### src/core/iebank_map.vh
`ifndef IEBANK_MAP_VH
`define IEBANK_MAP_VH

// ----------------------------------------
// register byte offsets
// ----------------------------------------
`define IEB_OFS_EN0 12'h000
`define IEB_OFS_EN1 12'h004
`define IEB_OFS_EN2 12'h008
`define IEB_OFS_EN3 12'h00C
`define IEB_OFS_EN4 12'h010

// ----------------------------------------
// implemented-bit masks (zero = unimplemented, reads zero)
// ----------------------------------------
`define IEB_MASK_EN0 16'h7FFF
`define IEB_MASK_EN1 16'hFFFB
`define IEB_MASK_EN2 16'hDFFF
`define IEB_MASK_EN3 16'h21FF
`define IEB_MASK_EN4 16'h00F6

// ----------------------------------------
// reset values
// ----------------------------------------
`define IEB_RST_EN 16'h0000

// ----------------------------------------
// named field positions
// ----------------------------------------
`define IEB_BIT_OCMP1 2
`define IEB_BIT_ICAP1 1
`define IEB_BIT_EXT0 0

// ----------------------------------------
// bus answers
// ----------------------------------------
`define IEB_RESP_OKAY 2'h0
`define IEB_RESP_SLVERR 2'h2

`endif

### src/core/iebank_top.v
// Contract
// RULE1: an enable bit at one passes its source's request, at zero it blocks it.
// RULE2: every unimplemented enable bit reads as zero.
// RULE3: every implemented enable bit is read/write by software and resets to zero.
// RULE4: register 0 bit 2 enables output compare 1, bit 1 input capture 1, bit 0 external interrupt 0.
// RULE5: register 1 bits 15..8 enable uart2 tx, uart2 rx, ext 2, timer5, timer4, ocmp4, ocmp3, dma2.
// RULE6: register 1 bits 7..0 enable icap8, icap7, adc2, ext 1, pin change, none, i2c1 master, i2c1 slave.
// RULE7: register 2 bits 15..8 enable timer6, dma4, none, ocmp8, ocmp7, ocmp6, ocmp5, icap6.
// RULE8: register 2 bits 7..0 enable icap5, icap4, icap3, dma3, can1 event, can1 rx, spi2 event, spi2 error.
// RULE9: register 3 bit 13 enables dma5, bit 8 can2 events, bits 15-14 and 12-9 are absent.
// RULE10: register 3 bits 7..0 enable can2 rx, ext 4, ext 3, timer9, timer8, i2c2 master, i2c2 slave, timer7.
// RULE11: register 4 bits 7..4 enable can2 tx, can1 tx, dma7, dma6, bit 2 uart2 error, bit 1 uart1 error.
// RULE12: a request goes on to priority resolution only while its flag and its enable are both set.
`default_nettype none
`include "iebank_map.vh"

module iebank_top (
	// clock and reset
	input wire sys_clk,
	input wire resetn,
	input wire clk_en,
	// axi4-lite write address
	input wire [11:0] s_axi_awaddr,
	input wire [2:0] s_axi_awprot,
	input wire s_axi_awvalid,
	output wire s_axi_awready,
	// axi4-lite write data
	input wire [31:0] s_axi_wdata,
	input wire [3:0] s_axi_wstrb,
	input wire s_axi_wvalid,
	output wire s_axi_wready,
	// axi4-lite write response
	output wire [1:0] s_axi_bresp,
	output wire s_axi_bvalid,
	input wire s_axi_bready,
	// axi4-lite read address
	input wire [11:0] s_axi_araddr,
	input wire [2:0] s_axi_arprot,
	input wire s_axi_arvalid,
	output wire s_axi_arready,
	// axi4-lite read data
	output wire [31:0] s_axi_rdata,
	output wire [1:0] s_axi_rresp,
	output wire s_axi_rvalid,
	input wire s_axi_rready,
	// interrupt flags from the flag bank, same clock
	input wire [15:0] irq_flag_0,
	input wire [15:0] irq_flag_1,
	input wire [15:0] irq_flag_2,
	input wire [15:0] irq_flag_3,
	input wire [15:0] irq_flag_4,
	// gated requests towards priority resolution
	output wire [15:0] irq_req_0,
	output wire [15:0] irq_req_1,
	output wire [15:0] irq_req_2,
	output wire [15:0] irq_req_3,
	output wire [15:0] irq_req_4,
	// enable state, flattened register 4..0 as [79:0]
	output wire [79:0] irq_enable_all
);

	// ----------------------------------------
	// write channel
	// ----------------------------------------
	// address and data are latched separately so either may come first
	reg aw_held_ff;
	reg [11:0] aw_addr_ff;
	reg w_held_ff;
	reg [31:0] w_data_ff;
	reg [3:0] w_strb_ff;
	reg bvalid_ff;
	reg [1:0] bresp_ff;

	wire aw_take = s_axi_awvalid && !aw_held_ff && !bvalid_ff;
	wire w_take = s_axi_wvalid && !w_held_ff && !bvalid_ff;
	wire do_write = aw_held_ff && w_held_ff && !bvalid_ff;

	// ready stays low while frozen, so the master never sees a handshake that the logic would ignore
	// limitation: bvalid and rvalid stay up while frozen, so the master must not take an answer then
	assign s_axi_awready = clk_en && !aw_held_ff && !bvalid_ff;
	assign s_axi_wready = clk_en && !w_held_ff && !bvalid_ff;
	assign s_axi_bvalid = bvalid_ff;
	assign s_axi_bresp = bresp_ff;

	wire [2:0] wr_sel;
	wire wr_hit;
	assign wr_hit = (aw_addr_ff == `IEB_OFS_EN0) || (aw_addr_ff == `IEB_OFS_EN1) ||
		(aw_addr_ff == `IEB_OFS_EN2) || (aw_addr_ff == `IEB_OFS_EN3) || (aw_addr_ff == `IEB_OFS_EN4);
	assign wr_sel = aw_addr_ff[4:2];

	always @(posedge sys_clk or negedge resetn) begin
		if (!resetn) begin
			aw_held_ff <= 1'b0;
			aw_addr_ff <= 12'h000;
			w_held_ff <= 1'b0;
			w_data_ff <= 32'h00000000;
			w_strb_ff <= 4'h0;
			bvalid_ff <= 1'b0;
			bresp_ff <= `IEB_RESP_OKAY;
		end else if (clk_en) begin
			if (aw_take) begin
				aw_held_ff <= 1'b1;
				aw_addr_ff <= s_axi_awaddr;
			end
			if (w_take) begin
				w_held_ff <= 1'b1;
				w_data_ff <= s_axi_wdata;
				w_strb_ff <= s_axi_wstrb;
			end
			if (do_write) begin
				aw_held_ff <= 1'b0;
				w_held_ff <= 1'b0;
				bvalid_ff <= 1'b1;
				// unmapped addresses answer with slverr and store nothing
				bresp_ff <= wr_hit ? `IEB_RESP_OKAY : `IEB_RESP_SLVERR;
			end else if (bvalid_ff && s_axi_bready) begin
				bvalid_ff <= 1'b0;
			end
		end
	end

	// ----------------------------------------
	// enable registers
	// ----------------------------------------
	wire [79:0] en_flat;
	wire [79:0] flag_flat;
	wire [79:0] req_flat;
	// per-register implemented masks, register 0 in the low slice
	localparam [79:0] ALL_MASK = {`IEB_MASK_EN4, `IEB_MASK_EN3, `IEB_MASK_EN2, `IEB_MASK_EN1, `IEB_MASK_EN0};

	assign flag_flat = {irq_flag_4, irq_flag_3, irq_flag_2, irq_flag_1, irq_flag_0};

	genvar g;
	generate
		for (g = 0; g < 5; g = g + 1) begin : g_reg
			// bit assignments of each register follow the implemented masks
			// see RULE4 see RULE5 see RULE6 see RULE7 see RULE8 see RULE9 see RULE10 see RULE11
			iebank_reg #(
				.MASK(ALL_MASK[g*16 +: 16])
			) u_reg (
				.sys_clk(sys_clk),
				.resetn(resetn),
				.clk_en(clk_en),
				.wr_en(do_write && wr_hit && (wr_sel == g)), // see RULE3
				.wr_data(w_data_ff[15:0]),
				.wr_strb(w_strb_ff[1:0]),
				.value(en_flat[g*16 +: 16])
			);
		end
	endgenerate

	// ----------------------------------------
	// request gating
	// ----------------------------------------
	// purely combinational so a flag reaches priority logic in the same cycle
	assign req_flat = flag_flat & en_flat & ALL_MASK; // see RULE1 see RULE12 see RULE2

	assign irq_req_0 = req_flat[15:0];
	assign irq_req_1 = req_flat[31:16];
	assign irq_req_2 = req_flat[47:32];
	assign irq_req_3 = req_flat[63:48];
	assign irq_req_4 = req_flat[79:64];
	assign irq_enable_all = en_flat;

	// ----------------------------------------
	// read channel
	// ----------------------------------------
	reg rvalid_ff;
	reg [31:0] rdata_ff;
	reg [1:0] rresp_ff;
	reg [31:0] nxt_rdata;
	reg [1:0] nxt_rresp;

	assign s_axi_arready = clk_en && !rvalid_ff;
	assign s_axi_rvalid = rvalid_ff;
	assign s_axi_rdata = rdata_ff;
	assign s_axi_rresp = rresp_ff;

	always @* begin
		nxt_rresp = `IEB_RESP_OKAY;
		if (s_axi_araddr == `IEB_OFS_EN0) begin
			nxt_rdata = {16'h0000, en_flat[15:0]}; // see RULE2
		end else if (s_axi_araddr == `IEB_OFS_EN1) begin
			nxt_rdata = {16'h0000, en_flat[31:16]};
		end else if (s_axi_araddr == `IEB_OFS_EN2) begin
			nxt_rdata = {16'h0000, en_flat[47:32]};
		end else if (s_axi_araddr == `IEB_OFS_EN3) begin
			nxt_rdata = {16'h0000, en_flat[63:48]};
		end else if (s_axi_araddr == `IEB_OFS_EN4) begin
			nxt_rdata = {16'h0000, en_flat[79:64]};
		end else begin
			nxt_rdata = 32'h00000000;
			nxt_rresp = `IEB_RESP_SLVERR;
		end
	end

	always @(posedge sys_clk or negedge resetn) begin
		if (!resetn) begin
			rvalid_ff <= 1'b0;
			rdata_ff <= 32'h00000000;
			rresp_ff <= `IEB_RESP_OKAY;
		end else if (clk_en) begin
			if (s_axi_arvalid && !rvalid_ff) begin
				rvalid_ff <= 1'b1;
				rdata_ff <= nxt_rdata; // see RULE3
				rresp_ff <= nxt_rresp;
			end else if (rvalid_ff && s_axi_rready) begin
				rvalid_ff <= 1'b0;
			end
		end
	end

endmodule // iebank_top

`default_nettype wire

### src/core/iebank_reg.v
`default_nettype none
`include "iebank_map.vh"

// one 16-bit enable register with byte strobes and a fixed implemented mask
module iebank_reg #(
	parameter [15:0] MASK = 16'hFFFF
) (
	// clock and reset
	input wire sys_clk,
	input wire resetn,
	input wire clk_en,
	// write port
	input wire wr_en,
	input wire [15:0] wr_data,
	input wire [1:0] wr_strb,
	// state
	output wire [15:0] value
);

	reg [15:0] en_ff;
	reg [15:0] nxt_en;
	integer i;

	always @* begin
		nxt_en = en_ff;
		if (wr_en) begin
			for (i = 0; i < 16; i = i + 1) begin
				if (wr_strb[i / 8]) begin
					nxt_en[i] = wr_data[i];
				end
			end
		end
		nxt_en = nxt_en & MASK; // see RULE2
	end

	always @(posedge sys_clk or negedge resetn) begin
		if (!resetn) begin
			en_ff <= `IEB_RST_EN; // see RULE3
		end else if (clk_en) begin
			en_ff <= nxt_en; // see RULE3
		end
	end

	assign value = en_ff;

endmodule // iebank_reg

`default_nettype wire

### config.mk
export PLATFORM = sky130hd
export DESIGN_NAME = iebank_top
export DESIGN_NICKNAME = d
export VERILOG_FILES = /design/src/core/iebank_top.v /design/src/core/iebank_reg.v
export VERILOG_INCLUDE_DIRS = /design/src /design/src/core
export SDC_FILE = /design/constraint.sdc
export NUM_CORES = 1
export LEC_CHECK = 0
export ABC_AREA = 1
export BUFFER_PORTS_ARGS = -buffer_cell sky130_fd_sc_hd__buf_2
export CAP_MARGIN = 20
export CORE_AREA = 2 2 138 140
export CTS_CLUSTER_DIAMETER = 50
export DETAILED_ROUTE_END_ITERATION = 10
export DIE_AREA = 0 0 140 142
export GPL_TIMING_DRIVEN = 0
export HOLD_SLACK_MARGIN = 0.12
export PLACE_DENSITY = 0.72
export SLEW_MARGIN = 20
export SYNTH_ARGS = -nofsm -noshare
export SYNTH_HDL_FRONTEND = slang
export SYNTH_HIERARCHICAL = 1
export SYNTH_SLANG_ARGS = --single-unit
### constraint.sdc
create_clock -name sys_clk -period 1.9 [get_ports sys_clk]
set_input_delay 0.095 -clock sys_clk [delete_from_list [all_inputs] [get_ports sys_clk]]
set_output_delay 0.095 -clock sys_clk [all_outputs]
set_load 0.05 [all_outputs]
==> results.md <==
* Die Wd at 140 µm
* Number of global-route vias before repair at ~6,300
* Static leakage at 0.00598 µW
* Hold Path Class: primary input to asynchronous set/reset pin
* Setup Skew at 0.0105 ns
* Startpoint Class: flip-flop
* CTS tree: built
* PwrDens at 898 nW/µm²
* Ports at approximately 360
* Synth cell types at 30
* Hold Fails Final Rpt at 0
* Ys Warns at 6
* Synth Flop Type: dfrtp_1
* Seq cells post-synth at 113
* Antenna Nets Post-Route at 0
* Die height at about 140 µm
* Via Count at 6,764
* Max FO, Critical Path at 8
* Cell Area, Synth at 6710 µm²
* Post-synth EDFFs at 0
* Setup TNS at -2.23 ns
* Pre-CTS WS at -0.566 ns
* Die area at 19,900 µm²
* Yosys top cell area share at 42.1%
* Largest net degree at the start of global routing at 78
* Sequential element share of the synthesized area at 42.1%
* Worst R2R End: g_reg[0].u_reg/value[6]$_DFFE_PN0P_
* Ys async rst share at 100%
* Synth Instances at about 860
* Commonest non-fill, non-tap cell in the layout: nand2_1
* Status: complete, but fails checks
* Worst-skew pair later-pin latency at between 0.4 and 0.5 ns
* # port buffers at roughly 260
* Slew HR at roughly three fifths
* Period minus WS final at 1.98 ns
* TritonCTS sink count at 113
* VDD IR max at about 0.0013 V
* Total CTS buffers at 17
* Dpl hpwl at 17,300 µm
* Synth-to-Final Area Change at 44.3%
* Largest area contributor in the netlist: dfrtp_1
* Failing checks: design-rule violations, negative setup slack
* # setup viols final at 53
* # rows at 50
* Final Cycle Share at 104%
* Initial DRC count at approximately 510
* Final slew viol count at 0
* DRC at 23
* Share of cells above drive strength 1 at approximately two fifths
* Clk buf depth at 2
* Worst Path Required at between 2 and 2.5 ns
* First-pass GRT wire length at roughly 34,000 µm
* Reg2reg path depth at 11
* Worst-Margin Slew at about 0.59 ns
* R2R setup slack at -0.08 ns
* Most frequent cells in the layout: nand2_1 (274), buf_2 (261), dfrtp_1 (113), inv_1 (99), buf_4 (66)
* CTS root buf: clkbuf_16
* Antenna violations before repair at 0
* Antenna diode count at 0
* GRT Total Usage at 22.4%
* TritonRoute pass-1 iters at 11
* Post-DR wirelength/cell at approximately 15 µm
* Nets@finish at approximately 1,400
* H-tree Lvls at 4
* R2R Path Start: aw_addr_ff[2]$_DFFE_PN0P_
* DRT Wirelength at roughly 23,000 µm
* Core Footprint at 18,500 µm²
* CTS clk-pin slew, worst paths at 0.05 ns
* Grt total ovfl at 0
* Arr. time, crit path at about 2.3 ns
* Max Clk Rate at 505 MHz
* RSZ-0062 raised after global routing: yes
* CP Capture Type: flip-flop
* Placer Congestion at roughly 0.9
* Setup slack after layout at -0.0788 ns
* Starting Density at a little over a third
* Mean Syn Cell Area at between 7 and 8 µm²
* Top cells by area, synth: dfrtp_1 (42%), nand2_1 (17%), buf_4 (6.7%)
* Crit Path Class: flip-flop to flip-flop
* Maxcap violations at 0
* Via density at roughly 4.6
power breakdown:
group	switching, µW	internal, µW
combinational	1150	846
clock	1130	2190
sequential	600	2780
how the worst max path moves through the flow:
stage                                    startpoint                                   to  depth (start not counted)
final                     aw_addr_ff[2]$_DFFE_PN0P_  g_reg[0].u_reg/value[6]$_DFFE_PN0P_                         11
after global routing      aw_addr_ff[2]$_DFFE_PN0P_  g_reg[2].u_reg/value[6]$_DFFE_PN0P_                         11
after CTS                 aw_addr_ff[3]$_DFFE_PN0P_  g_reg[0].u_reg/value[6]$_DFFE_PN0P_                         11
after detailed placement  aw_addr_ff[7]$_DFFE_PN0P_  g_reg[4].u_reg/value[6]$_DFFE_PN0P_                          7
after global placement                       resetn           s_axi_rdata[4]$_DFFE_PN0P_                          1
after floorplan            s_axi_rvalid$_DFFE_PN0P_          s_axi_rdata[10]$_DFFE_PN0P_                          6
synthesized netlist by cell type, types with 3 or more instances:
master / number
a21oi_1: 7
buf_2: 7
buf_4: 60
buf_6: 19
conb_1: 6
dfrtp_1: 113
inv_1: 99
inv_2: 5
mux2_2: 16
mux2_4: 10
nand2_1: 296
nand2_2: 4
nand3_1: 61
nand3_4: 7
nand4_1: 61
nor2_1: 53
nor2_2: 5
nor2_4: 3
nor3_1: 4
o21ai_0: 6
or2_2: 3
state kept, by name, indices dropped and copies added (netlist names):
register and cells:
g.u_reg/value 61, s_axi_rresp 1, s_axi_rvalid 1, s_axi_bresp 1, w_held_ff 1, s_axi_rdata 16, w_strb_ff 2, w_data_ff 16
aw_addr_ff 12, aw_held_ff 1, s_axi_bvalid 1
critical path, stage by stage, from the launching register on:
cell	delay (ns)
dfrtp_1	0.40
nor2_2	0.16
nor2_2	0.07
nor4_4	0.32
nand2_2	0.13
nor2_4	0.12
nand2_2	0.09
nor2_4	0.13
buf_6	0.15
nand3_4	0.12
nand2_1	0.08
nand2_1	0.07
cells by family (layout without fill, tap and decap cells):
family	after synthesis	after routing	share of synthesized area, %
muxes	26	26	4.92
DFF	113	113	42.1
AOI/OAI and AO/OA	14	14	1.06
buffers and inverters	194	524	17.0
other	6	56	0.335
and+or+nand+nor	505	505	34.5
metal layers:
| metal | global-route usage, % | wire length (µm) |
|---|---|---|
| met5 | 0 | 0 |
| met4 | 7.39 | 464 |
| met3 | 4.68 | 1460 |
| met2 | 39.0 | 11400 |
| met1 | 28.1 | 9470 |
area by class of cell:
class	count	area [µm²]
plain buffers	90	757
clock buffers	23	488
clock inverters	9	129
fillers	1752	8770
inverters	104	390
multi-input cells	601	3070
flip-flops and latches	113	2830
well taps	234	293
repair buffers	298	1730
repair_timing:
item / 4_1_cts / 5_1_grt
buffers inserted: 3 / 3
gates resized for setup: 11 / 32
setup endpoints to repair: 61 / 61
hold buffers: 34 / 0
cloned: 0 / 2
endpoints found under the hold margin: 152 / 0
pin swaps: 2 / 12
through the flow:
stage / hold WS (ns) / util, % / total power [µW] / std cells / area, µm²
final: 0.135 / 52.5 / 8700 / 1472 / 9690
after detailed placement: 0.0237 / 46.1 / 5200 / 1398 / 8510
after global placement: 0.327 / 45.9 / 5140 / 1397 / 8470
after floorplan: -0.201 / - / 4590 / 908 / 6900
after global routing: 0.149 / 52.5 / 9040 / 1472 / 9690
after CTS: 0.138 / 51.7 / 8640 / 1467 / 9540
(Power assumes the default switching activity.)
